[src/cmp_pkg.sv]
// Shared constants and carrier types for the comparator control block
package cmp_pkg;

    // Register byte offsets on the bus
    localparam logic [7:0] CFG_A_OFFSET    = 8'h00;
    localparam logic [7:0] CFG_B_OFFSET    = 8'h04;
    localparam logic [7:0] REF_CTRL_OFFSET = 8'h08;

    // Reset values
    localparam logic [7:0] CFG_A_RESET = 8'h00;
    localparam logic [7:0] CFG_B_RESET = 8'h02;
    localparam logic [7:0] REF_RESET   = 8'h00;

    // Writable bit masks
    localparam logic [7:0] CFG_A_WMASK = 8'h1F;
    localparam logic [7:0] CFG_B_WMASK = 8'h03;
    localparam logic [7:0] REF_WMASK   = 8'hAF;

    // Field positions
    localparam int CFG_A_OUT_BIT   = 6;
    localparam int CFG_A_INV_BIT   = 4;
    localparam int CFG_A_SW_BIT    = 3;
    localparam int CFG_A_MODE_LSB  = 0;
    localparam int CFG_B_GATE_BIT  = 1;
    localparam int CFG_B_SYNC_BIT  = 0;
    localparam int REF_EN_BIT      = 7;
    localparam int REF_RANGE_BIT   = 5;
    localparam int REF_LEVEL_LSB   = 0;

    // Timer clock edges are ignored until the filter and edge history have filled
    localparam logic [2:0] SYNC_SETTLE = 3'h5;

    // Reference tap arithmetic, in 1/96 of the supply
    localparam logic [6:0] REF_DENOM     = 7'h60;
    localparam logic [6:0] REF_LOW_STEP  = 7'h04;
    localparam logic [6:0] REF_HIGH_STEP = 7'h03;
    localparam logic [6:0] REF_HIGH_BASE = 7'h18;

    // Comparator mode and input settings
    typedef struct packed {
        logic       invert;
        logic       input_switch;
        logic [2:0] mode;
    } cmp_cfg_t;

    // Timer gate and sync controls
    typedef struct packed {
        logic timer_gate_source_select;
        logic comparator_sync_select;
    } gate_cfg_t;

    // Reference ladder controls
    typedef struct packed {
        logic       reference_enable;
        logic       reference_range_select;
        logic [3:0] reference_level;
    } ref_cfg_t;

    // Merge a bus write into a register under its writable mask
    function automatic logic [7:0] masked_write(input logic [7:0] old_val,
                                                input logic [7:0] wdata,
                                                input logic [7:0] wmask);
        masked_write = (old_val & ~wmask) | (wdata & wmask);
    endfunction

endpackage

[src/input_sync.sv]
// Three-stage synchroniser that accepts a change once stages two and three agree
`timescale 1ns/1ps
module input_sync (
    // Clock and reset
    input  wire logic hclk,
    input  wire logic hresetn,
    // Asynchronous input and filtered level
    input  wire logic async_in,
    output logic      level
);

    logic s1_r;
    logic s2_r;
    logic s3_r;
    logic level_r;

    // Stage one feeds stage two only; agreement filter sits on stages two and three
    always_ff @(posedge hclk or negedge hresetn) begin
        if (!hresetn) begin
            s1_r    <= 1'b0;
            s2_r    <= 1'b0;
            s3_r    <= 1'b0;
            level_r <= 1'b0;
        end else begin
            s1_r <= async_in;
            s2_r <= s1_r;
            s3_r <= s2_r;
            if (s2_r == s3_r) begin
                level_r <= s3_r;
            end
        end
    end

    assign level = level_r;

endmodule

[src/reference_ladder_ctrl.sv]
// Reference ladder power and tap selection from the reference control fields
`timescale 1ns/1ps
module reference_ladder_ctrl (
    // Clock and reset
    input  wire logic              hclk,
    input  wire logic              hresetn,
    // Control fields
    input  wire cmp_pkg::ref_cfg_t ref_cfg,
    // Ladder drive
    output logic                   ladder_power,
    output logic [6:0]             reference_code
);

    logic [6:0] code_low;
    logic [6:0] code_high;
    logic [6:0] code_nxt;
    logic       ladder_power_r;
    logic [6:0] reference_code_r;

    // Tap value in 1/96 of supply: low range level/24, high range 1/4 + level/32
    assign code_low  = 7'(ref_cfg.reference_level) * cmp_pkg::REF_LOW_STEP;
    assign code_high = cmp_pkg::REF_HIGH_BASE
                     + 7'(ref_cfg.reference_level) * cmp_pkg::REF_HIGH_STEP;
    // Disabled ladder clamps to ground and draws nothing
    assign code_nxt  = !ref_cfg.reference_enable ? 7'h00 :
                       ref_cfg.reference_range_select ? code_low : code_high;

    always_ff @(posedge hclk or negedge hresetn) begin
        if (!hresetn) begin
            ladder_power_r   <= 1'b0;
            reference_code_r <= 7'h00;
        end else begin
            ladder_power_r   <= ref_cfg.reference_enable;
            reference_code_r <= code_nxt;
        end
    end

    assign ladder_power   = ladder_power_r;
    assign reference_code = reference_code_r;

    a_ref_off_ground: assert property (@(posedge hclk) disable iff (!hresetn)
        !ref_cfg.reference_enable |=> !ladder_power && reference_code == 7'h00)
        else $error("disabled ladder not at ground");

    a_ref_low_range: assert property (@(posedge hclk) disable iff (!hresetn)
        ref_cfg.reference_enable && ref_cfg.reference_range_select
        |=> reference_code == 7'($past(ref_cfg.reference_level)) * 7'h04)
        else $error("low range tap wrong");

endmodule

[src/comparator_sync_and_reference_ctrl.sv]
// Comparator sync latch, timer gate routing and reference control behind AHB-Lite
//
// Decided for this implementation: the address map and the AHB-Lite interface to the registers.
`timescale 1ns/1ps
module comparator_sync_and_reference_ctrl (
    // Clock and reset
    input  wire logic              hclk,
    input  wire logic              hresetn,
    // AHB-Lite slave
    input  wire logic              hsel,
    input  wire logic [31:0]       haddr,
    input  wire logic [1:0]        htrans,
    input  wire logic              hwrite,
    input  wire logic [2:0]        hsize,
    input  wire logic [31:0]       hwdata,
    input  wire logic              hready,
    output logic                   hreadyout,
    output logic                   hresp,
    output logic [31:0]            hrdata,
    // Analog comparator
    input  wire logic              comparator_output,
    output cmp_pkg::cmp_cfg_t      comparator_cfg,
    // Reference ladder
    output logic                   ladder_power,
    output logic [6:0]             reference_code,
    // Sixteen-bit timer
    input  wire logic              timer_clk_raw,
    input  wire logic              timer_clk_prescaled,
    input  wire logic              timer_prescale_on,
    input  wire logic              timer_on,
    input  wire logic              timer_gate_enable,
    input  wire logic              timer_gate_pin,
    output logic                   timer_gate,
    output logic                   timer_count_enable,
    output logic                   timer_increment
);

    // Register state
    logic [7:0]         cfg_a_r;
    logic [7:0]         cfg_b_r;
    logic [7:0]         ref_r;

    // Bus data-phase state
    logic               dp_write_r;
    logic               dp_read_r;
    logic [7:0]         dp_addr_r;

    // Timing and latch state
    logic               tclk_prev_r;
    logic [2:0]         settle_r;
    logic               sync_latch_r;
    logic               count_en_r;
    logic               increment_r;

    // Field views
    cmp_pkg::gate_cfg_t gate_cfg;
    cmp_pkg::ref_cfg_t  ref_cfg;

    // Selected timer clock and synchronised levels
    logic               tclk_sel;
    logic               tclk_lvl;
    logic               cmp_lvl;
    logic               pin_lvl;

    // Decode and next values
    logic               addr_take;
    logic               wr_a;
    logic               wr_b;
    logic               wr_ref;
    logic [7:0]         rd_a;
    logic [7:0]         rd_byte;
    logic               edges_live;
    logic               tclk_fall;
    logic               tclk_rise;
    logic               cmp_gate_lvl;
    logic               gate_lvl;
    logic               count_en_nxt;
    logic [7:0]         cfg_a_nxt;
    logic [7:0]         cfg_b_nxt;
    logic [7:0]         ref_nxt;

    // Register fields, named by use
    assign gate_cfg.timer_gate_source_select = cfg_b_r[cmp_pkg::CFG_B_GATE_BIT];
    assign gate_cfg.comparator_sync_select   = cfg_b_r[cmp_pkg::CFG_B_SYNC_BIT];
    assign ref_cfg.reference_enable          = ref_r[cmp_pkg::REF_EN_BIT];
    assign ref_cfg.reference_range_select    = ref_r[cmp_pkg::REF_RANGE_BIT];
    assign ref_cfg.reference_level           = ref_r[cmp_pkg::REF_LEVEL_LSB +: 4];
    assign comparator_cfg.invert             = cfg_a_r[cmp_pkg::CFG_A_INV_BIT];
    assign comparator_cfg.input_switch       = cfg_a_r[cmp_pkg::CFG_A_SW_BIT];
    assign comparator_cfg.mode               = cfg_a_r[cmp_pkg::CFG_A_MODE_LSB +: 3];

    // Latch clock is the prescaled timer clock whenever the prescaler is in use
    assign tclk_sel = timer_prescale_on ? timer_clk_prescaled : timer_clk_raw;

    // Pin and foreign-clock inputs all cross through the agreement filter
    input_sync u_sync_tclk (
        .hclk     (hclk),
        .hresetn  (hresetn),
        .async_in (tclk_sel),
        .level    (tclk_lvl)
    );

    input_sync u_sync_cmp (
        .hclk     (hclk),
        .hresetn  (hresetn),
        .async_in (comparator_output),
        .level    (cmp_lvl)
    );

    input_sync u_sync_pin (
        .hclk     (hclk),
        .hresetn  (hresetn),
        .async_in (timer_gate_pin),
        .level    (pin_lvl)
    );

    // Reference ladder sees only its own register, never the comparator mode
    reference_ladder_ctrl u_ladder (
        .hclk           (hclk),
        .hresetn        (hresetn),
        .ref_cfg        (ref_cfg),
        .ladder_power   (ladder_power),
        .reference_code (reference_code)
    );

    // Timer clock edges seen on the filtered level. The filter resets low, so a clock
    // idling high would look like a rise after reset; edges wait until history has filled.
    assign edges_live = (settle_r == cmp_pkg::SYNC_SETTLE);
    assign tclk_fall  = edges_live & tclk_prev_r & ~tclk_lvl;
    assign tclk_rise  = edges_live & ~tclk_prev_r & tclk_lvl;

    // Comparator gate level: latched copy with sync on, filtered level otherwise
    assign cmp_gate_lvl = gate_cfg.comparator_sync_select ? sync_latch_r : cmp_lvl;
    assign gate_lvl     = gate_cfg.timer_gate_source_select ? pin_lvl : cmp_gate_lvl;

    // Gating bites only while the timer runs with its gate function on
    assign count_en_nxt = timer_on & (~timer_gate_enable | gate_lvl);

    // Gate line to the timer; with sync off the comparator is not latched at all
    assign timer_gate = gate_cfg.timer_gate_source_select ? timer_gate_pin :
                        gate_cfg.comparator_sync_select ? sync_latch_r :
                        comparator_output;

    // Latch on falling edge, count on rising edge, so the value settles half a cycle first
    always_ff @(posedge hclk or negedge hresetn) begin
        if (!hresetn) begin
            tclk_prev_r  <= 1'b0;
            settle_r     <= 3'h0;
            sync_latch_r <= 1'b0;
            count_en_r   <= 1'b0;
            increment_r  <= 1'b0;
        end else begin
            tclk_prev_r <= tclk_lvl;
            if (!edges_live) begin
                settle_r <= settle_r + 3'h1;
            end
            if (gate_cfg.comparator_sync_select && tclk_fall) begin
                sync_latch_r <= cmp_lvl;
            end
            count_en_r  <= count_en_nxt;
            increment_r <= tclk_rise & count_en_nxt;
        end
    end

    assign timer_count_enable = count_en_r;
    assign timer_increment    = increment_r;

    // Zero-wait slave: takes an address phase whenever selected, ready and htrans[1] is set
    assign addr_take = hsel & htrans[1] & hready;
    assign wr_a      = dp_write_r & (dp_addr_r == cmp_pkg::CFG_A_OFFSET);
    assign wr_b      = dp_write_r & (dp_addr_r == cmp_pkg::CFG_B_OFFSET);
    assign wr_ref    = dp_write_r & (dp_addr_r == cmp_pkg::REF_CTRL_OFFSET);

    // Write merges, unimplemented bits kept at zero
    assign cfg_a_nxt = wr_a ? cmp_pkg::masked_write(cfg_a_r, hwdata[7:0], cmp_pkg::CFG_A_WMASK)
                            : cfg_a_r;
    assign cfg_b_nxt = wr_b ? cmp_pkg::masked_write(cfg_b_r, hwdata[7:0], cmp_pkg::CFG_B_WMASK)
                            : cfg_b_r;
    assign ref_nxt   = wr_ref ? cmp_pkg::masked_write(ref_r, hwdata[7:0], cmp_pkg::REF_WMASK)
                              : ref_r;

    // Config A shows the live comparator level in its status bit
    always_comb begin
        rd_a = cfg_a_r;
        rd_a[cmp_pkg::CFG_A_OUT_BIT] = cmp_lvl;
    end

    // Read mux; unmapped offsets read zero
    assign rd_byte = (dp_addr_r == cmp_pkg::CFG_A_OFFSET)    ? rd_a    :
                     (dp_addr_r == cmp_pkg::CFG_B_OFFSET)    ? cfg_b_r :
                     (dp_addr_r == cmp_pkg::REF_CTRL_OFFSET) ? ref_r   : 8'h00;

    // Data phase bookkeeping and register update
    always_ff @(posedge hclk or negedge hresetn) begin
        if (!hresetn) begin
            dp_write_r <= 1'b0;
            dp_read_r  <= 1'b0;
            dp_addr_r  <= 8'h00;
            cfg_a_r    <= cmp_pkg::CFG_A_RESET;
            cfg_b_r    <= cmp_pkg::CFG_B_RESET;
            ref_r      <= cmp_pkg::REF_RESET;
        end else begin
            dp_write_r <= addr_take & hwrite;
            dp_read_r  <= addr_take & ~hwrite;
            if (addr_take) begin
                dp_addr_r <= {haddr[7:2], 2'b00};
            end
            cfg_a_r <= cfg_a_nxt;
            cfg_b_r <= cfg_b_nxt;
            ref_r   <= ref_nxt;
        end
    end

    // Never stalls and never errors; read data is a mux of flops
    assign hreadyout = 1'b1;
    assign hresp     = 1'b0;
    assign hrdata    = dp_read_r ? {24'h000000, rd_byte} : 32'h00000000;

    // Assertions
    a_latch_on_fall: assert property (@(posedge hclk) disable iff (!hresetn)
        gate_cfg.comparator_sync_select && tclk_fall
        |=> sync_latch_r == $past(cmp_lvl))
        else $error("latch missed falling edge");

    a_latch_holds: assert property (@(posedge hclk) disable iff (!hresetn)
        !tclk_fall |=> $stable(sync_latch_r))
        else $error("latch moved without falling edge");

    a_prescale_clock: assert property (@(posedge hclk) disable iff (!hresetn)
        timer_prescale_on |-> tclk_sel == timer_clk_prescaled)
        else $error("latch not clocked by prescaled clock");

    a_incr_on_rise: assert property (@(posedge hclk) disable iff (!hresetn)
        timer_increment |-> $past(tclk_rise) && $past(count_en_nxt) && !$past(tclk_fall))
        else $error("increment not on rising edge");

    a_async_pass: assert property (@(posedge hclk) disable iff (!hresetn)
        !gate_cfg.timer_gate_source_select && !gate_cfg.comparator_sync_select
        |-> timer_gate == comparator_output)
        else $error("async comparator not passed");

    a_pin_route: assert property (@(posedge hclk) disable iff (!hresetn)
        gate_cfg.timer_gate_source_select |-> timer_gate == timer_gate_pin)
        else $error("gate pin not routed");

    a_cfg_b_upper: assert property (@(posedge hclk) disable iff (!hresetn)
        dp_read_r && dp_addr_r == cmp_pkg::CFG_B_OFFSET |-> hrdata[31:2] == 30'h0)
        else $error("config B upper bits not zero");

    a_gate_off: assert property (@(posedge hclk) disable iff (!hresetn)
        !timer_on |=> !timer_count_enable && !timer_increment)
        else $error("count while timer off");

    a_sync_gate: assert property (@(posedge hclk) disable iff (!hresetn)
        timer_on && timer_gate_enable && !gate_cfg.timer_gate_source_select
        && gate_cfg.comparator_sync_select |=> timer_count_enable == $past(sync_latch_r))
        else $error("synced gate not from latch");

    a_incr_one_cycle: assert property (@(posedge hclk) disable iff (!hresetn)
        timer_increment |=> !timer_increment)
        else $error("increment wider than one cycle");

    a_fall_no_incr: assert property (@(posedge hclk) disable iff (!hresetn)
        tclk_fall |=> !timer_increment)
        else $error("increment on falling edge");

    a_unlatched_hold: assert property (@(posedge hclk) disable iff (!hresetn)
        !gate_cfg.comparator_sync_select |=> $stable(sync_latch_r))
        else $error("latch moved with sync off");

    a_cfg_b_unused: assert property (@(posedge hclk) disable iff (!hresetn)
        cfg_b_r[7:2] == 6'h00)
        else $error("config B unused bits set");

    a_ungated_count: assert property (@(posedge hclk) disable iff (!hresetn)
        timer_on && !timer_gate_enable |=> timer_count_enable)
        else $error("ungated timer not enabled");

    a_pin_gate: assert property (@(posedge hclk) disable iff (!hresetn)
        timer_on && timer_gate_enable && gate_cfg.timer_gate_source_select
        |=> timer_count_enable == $past(pin_lvl))
        else $error("pin gate not applied");

    a_raw_gate: assert property (@(posedge hclk) disable iff (!hresetn)
        timer_on && timer_gate_enable && !gate_cfg.timer_gate_source_select
        && !gate_cfg.comparator_sync_select |=> timer_count_enable == $past(cmp_lvl))
        else $error("unsynced gate not from comparator");

    a_incr_enabled: assert property (@(posedge hclk) disable iff (!hresetn)
        timer_increment |-> timer_count_enable)
        else $error("increment without count enable");

    a_read_idle_zero: assert property (@(posedge hclk) disable iff (!hresetn)
        !dp_read_r |-> hrdata == 32'h00000000)
        else $error("read data outside data phase");

endmodule

[config.mk]
export PLATFORM = sky130hd
export DESIGN_NAME = comparator_sync_and_reference_ctrl
export DESIGN_NICKNAME = d
export VERILOG_FILES = /design/src/cmp_pkg.sv /design/src/input_sync.sv /design/src/reference_ladder_ctrl.sv /design/src/comparator_sync_and_reference_ctrl.sv
export SDC_FILE = /design/constraint.sdc
export NUM_CORES = 1
export LEC_CHECK = 0
export BUFFER_PORTS_ARGS = -buffer_cell sky130_fd_sc_hd__buf_2
export CORE_MARGIN = 1
export CORE_UTILIZATION = 47
export CTS_CLUSTER_DIAMETER = 40
export DETAILED_ROUTE_END_ITERATION = 12
export GPL_TIMING_DRIVEN = 0
export HOLD_SLACK_MARGIN = 0.05
export PLACE_DENSITY = 0.85
export REMOVE_ABC_BUFFERS = 1
export SLEW_MARGIN = 10
export SYNTH_ARGS = -nofsm -noshare
export SYNTH_HDL_FRONTEND = slang
export SYNTH_SLANG_ARGS = --single-unit
export TNS_END_PERCENT = 1
[constraint.sdc]
create_clock -name hclk -period 3.3 [get_ports hclk]
set_input_delay 0.66 -clock hclk [delete_from_list [all_inputs] [get_ports hclk]]
set_output_delay 0.66 -clock hclk [all_outputs]
set_load 0.005 [all_outputs]
# Word level (Yosys, flattened, before mapping)
# Cells that the tools add are included.
classes:
  n_addsub: 2
  mul: 1
  n_eq_ne: 6
  mux: 11
  bitwise: 21
  reduce_logical: 2
ops:
  columns: ["op", "count"]
  rows:
  - ["$mux W8", 4]
  - ["$mux W7", 2]
  - ["$and A1 B1 Y1", 13]
  - ["$logic_not A8 Y1", 1]
  - ["$or A7 B8 Y8", 1]
  - ["$or A8 B2 Y8", 1]
  - ["$or A8 B5 Y8", 1]
  - ["$add A5 B6 Y7 const A", 1]
  - ["$eq A6 B1 Y1 const B", 1]
  - ["$eq A6 B2 Y1 const B", 1]
  - ["$mul A4 B2 Y6 const B", 1]
  - ["$mux W1", 5]
  - ["$not A1 Y1", 4]
  - ["$add A3 B1 Y3 const B", 1]
  - ["$eq A1 B1 Y1", 3]
  - ["$eq A3 B3 Y1 const B", 1]
  - ["$logic_and A1 B1 Y1", 1]
  - ["$or A1 B1 Y1", 1]
totals:
  regBits: 59
  in_bits: 81
  elab_cells: 68

# Depth between registers and ports, before layout
logic_depth:
  ltp_word: 5
  mapped_depth: 6
  depth_no_buf: 6

# Modules after synthesis
# From an unflattened synthesis, not the netlist that was laid out.
unflattened:
  hier_cells: 187
  area_unflattened_um2: 2277.2
modules_own_cells:
  columns: ["mod", "n_inst", "cells_per_inst", "area_per_inst_um2"]
  rows:
  - ["comparator_sync_and_reference_ctrl", 1, 133, 1514.0]
  - ["reference_ladder_ctrl", 1, 39, 429.2]
  - ["input_sync", 3, 5, 111.4]

# Worst setup path before layout
# Ideal clock, no wire load.
synth_timing:
  kind: "reg-to-output"
  start: "register dp_addr_r[6]"
  end: "output port hrdata[4]"
  t_arrival_ns: 1.165
  required_time_ns: 2.640
  path_slack_ns: 1.475
  path_stages_with_launch: 4
  n_path_buf: 0
  path_cell_list: "dfrtp_1 nor4_4 nand3b_1 nor3b_1"
synth_between:
  elab_chain_cells: 5
  elab_cells_between_ends: 7
synth_rtl:
  columns: ["item", "line_no", "text"]
  rows:
  - ["start: declaration", "comparator_sync_and_reference_ctrl.sv:46", "logic [7:0] dp_addr_r;"]
  - ["start signal: assignment", "comparator_sync_and_reference_ctrl.sv:206", "dp_addr_r <= {haddr[7:2], 2'b00};"]
  - ["$eq A6 B2 Y1", "comparator_sync_and_reference_ctrl.sv:191", "(dp_addr_r == cmp_pkg::REF_CTRL_OFFSET) ? ref_r : 8'h00;"]
  - ["$mux W8", "comparator_sync_and_reference_ctrl.sv:191", null]
  - ["$mux W8", "comparator_sync_and_reference_ctrl.sv:190", "(dp_addr_r == cmp_pkg::CFG_B_OFFSET) ? cfg_b_r :"]
  - ["$mux W8 *", "comparator_sync_and_reference_ctrl.sv:189", "assign rd_byte = (dp_addr_r == cmp_pkg::CFG_A_OFFSET) ? rd_a :"]
  - ["$mux W8 *", "comparator_sync_and_reference_ctrl.sv:217", "assign hrdata = dp_read_r ? {24'h000000, rd_byte} : 32'h00000000;"]
  - ["end: declaration", "comparator_sync_and_reference_ctrl.sv:19", "output logic [31:0] hrdata,"]
# Every way passes the cells marked *; elsewhere a longest branch is shown, timed or not.

# Worst setup path after layout
layout_timing:
  start: "register dp_addr_r[6]"
  end: "output port hrdata[6]"
# Same word-level chain as after synthesis.

==> results summary <==
For this run, the total global-route usage over all layers was measured as 0.166. The fraction of synthesis flops using an asynchronous set or reset pin came out at 1.00. The number of sinks on the clock net is 48. The number of pins with negative max-slew slack in the final report came out at 0.

The final critical path time including I/O delays and setup is 2470 ps. The die is 71.2 um wide. The post-CTS setup buffer count is 0. Of the cells placed in the final design, the portion with a size suffix greater than 1 is 0.335.

STA puts the critical path data required time at 2640 ps. The initial antenna violation count came out at 0. The maximum operating frequency came out at 0.405 GHz.

The largest total area in the synthesized netlist belongs to dfrtp_1. The synthesized design contains 0 enable-type register cells. The tree is rooted in a clkbuf_8.

The worst slew margin relative to its limit is 0.322. The detailed-route wire length per cell is 12.7 um. The number of diodes is 0. The via count of the first global-routing pass is 1,349.

The tightest hold path in the finished design has a slack of 351 ps. The reported leakage power is 1.27 nW. TritonCTS built the clock tree.

The mapped cell area came out at 2250 um2. 131 I/O pins were placed. The number of failing hold endpoints at the final stage came out at 0.

The floorplan has 24 rows. The synthesized area divided by synthesized cell count came out at 12.2 um2. The register bit count reported by yosys came out at 48. The height of the chip is 71.2 um.

Entering global routing, the biggest net connects 49 pins. The die covers 5070 um2. The overall power came out at 1.20 mW. The transition time at the pin with the least slew margin came out at 1020 ps. The synthesized netlist contains 31 unique library cells. The final setup violation count came out at 0.

The count of buffers from port buffering is 49. The tightest min-delay check is of the flop to flop type. The final core area utilization came out at 0.563. The ratio of total power to cell area is 477 nW/um2. The hold buffer count at cts is 0. Among all flip-flop cells after synthesis, the most frequent one is dfrtp_1. The share of synthesized area occupied by flip-flops and latches came out at 0.534.

The clock latency on the worst-skew pair came out at 300 ps. Max-cap violations in this run came to 0. Post-CTS repair changed the size of 0 cells. The clock passes through at most 2 buffers. The final setup slack of the worst path came out at 828 ps. Setup repair after global routing left no endpoint under its margin.

The final antenna-violating net count came out at 0. The post-place setup slack came out at 1100 ps. After technology mapping, the gate count stands at 184. Across all layers, the routed design uses 1,377 vias. The starting utilization of the core area came out at 0.503. For this run, the post-layout net count is 325. The first-pass GRT wire length came out at 6310 um. The peak supply drop came out at 0.266 mV. After routing, the total negative slack on setup checks comes to 0 ps. The total wire length after detailed routing is 3670 um.

The share of the clock period used by the worst path after layout came out at 0.749. The number of clock buffers added by TritonCTS is 5. After clock tree synthesis, the clock-pin slew on the worst setup and hold paths is 80 ps.

Compared with the post-synthesis result, the final layout area differs by 11.8%. The fraction of synthesized cell area taken by the top area cell type came out at 0.523. The number of H-tree levels came out at 2. The capturing element type of the critical path is an output pin.

The critical path is of the flop to output pin type. The checks that failed: DRC. The flow ran to the end, but the final reports show violations. The worst setup path is launched from a flop. For this run the aggregate overflow at the end of global routing stands at 0. The placeable core region is 4470 um2. The final weighted congestion in routability-driven placement is 0.762.

The HPWL reported at the end of detailed placement came out at 2710 um. After detailed routing, the number of remaining DRC violations is 4. The per-cell via count in the routed design is 4.78.

Yosys printed 0 warnings. Data arrives at the worst endpoint at 1810 ps. The post-route clock skew came out at 4.87 ps.

For this run, the detailed router's first-pass iteration total came to 8. The DRC violation total after the first TritonRoute iteration came out at 72. The peak fanout along the critical path is 6. Ranked by total cell area, the synthesized netlist is headed by dfrtp_1 (52%), mux2_2 (11%), buf_4 (8.7%), ha_1 (3.9%), mux2i_1 (3.6%).
==> synthesized netlist by cell type, drive strengths merged (3+ instances only) <==
cell	n
maj3	3
nor2	14
a21oi	3
nand2	13
mux2	21
inv	5
buf	28
mux2i	8
dfrtp	47
and2	3
nand3b	3
ha	7
nor2b	5
==> state kept, by name, indices dropped and copies added (netlist names), 2 cells and up <==
| signal | cells |
|---|---|
| u_ladder.reference_code | 7 |
| dp_addr_r | 6 |
| ref_r | 6 |
| cfg_a_r | 5 |
| settle_r | 3 |
| cfg_b_r | 2 |
==> metrics by stage <==
| step | cells | instance area [um2] |
|---|---|---|
| finish | 288 | 2520 |
| global route | 288 | 2520 |
| detailed placement | 280 | 2440 |
| floorplan | 179 | 2130 |
| global placement | 280 | 2440 |
| CTS | 288 | 2520 |
==> report_power, final <==
group / total [mW] / internal, mW / switching (mW)
clock network: 0.331 / 0.149 / 0.182
logic: 0.163 / 0.0929 / 0.0705
registers: 0.706 / 0.645 / 0.0603
total: 1.20 / 0.887 / 0.313
==> cells in the final DEF, fill, tap and decap left out, types with 5 or more instances in the layout <==
cell      netlist  routed
buf_2           1      49
clkbuf_8        0       5
conb_1          2      26
dfrtp_1        47      47
ha_1            7       7
inv_1           5       5
mux2_2         21      21
mux2i_1         8       8
nand2_1        13      13
nor2_1         14      14
nor2b_1         5       5
==> layer usage <==
layer / vias to the layer above / part of all wire / GRT usage / routed length (um)
met5: - / 0 / 0 / 0
met4: 0 / 0.013 / 0.0533 / 49
met3: 5 / 0.065 / 0.0584 / 240
met2: 57 / 0.47 / 0.258 / 1740
met1: 658 / 0.45 / 0.217 / 1640
li1: 657 / - / - / -
==> critical path: stages, from the launching register on <==
cell and delay (ps):
dfrtp_1 410, nor4_4 360, nand3b_1 300, nor3b_1 300, buf_2 150
==> layout make-up <==
type | instances | area [um2]
sequential | 48 | 1200
fill | 392 | 1960
timing repair buffer | 49 | 245
inverter | 5 | 18.8
clock buffer | 7 | 76.3
tap | 52 | 65.1
clock inverter | 1 | 5.00
multi-input combinational | 126 | 905
==> logic make-up (layout without fill, tap and decap cells) <==
group	Yosys count	count (layout)	share of synthesized area
AOI/OAI and AO/OA	7	7	0.0189
xor gates and xnor gates	2	2	0.00778
adders and majority gates	12	12	0.0700
buffers and inverters	34	62	0.104
DFF	48	48	0.534
muxes	29	29	0.141
other	2	26	0.00334
and+or+nand+nor	50	50	0.121
==> worst paths after layout <==
path | from | endpoint | slack, ps | cells past startpoint
hold / removal | u_sync_tclk.s1_r | u_sync_tclk.s2_r | 350 | 0
setup / recovery | dp_addr_r[6] | hrdata[6] | 830 | 4
min in group asynchronous | hresetn | timer_increment | 530 | 1
hold reg to reg | u_sync_tclk.s1_r | u_sync_tclk.s2_r | 350 | 0
max in group asynchronous | hresetn | cfg_a_r[3] | 2150 | 1
setup reg to reg | ref_r[2] | u_ladder.reference_code[4] | 1360 | 6
(Power assumes the default switching activity.)
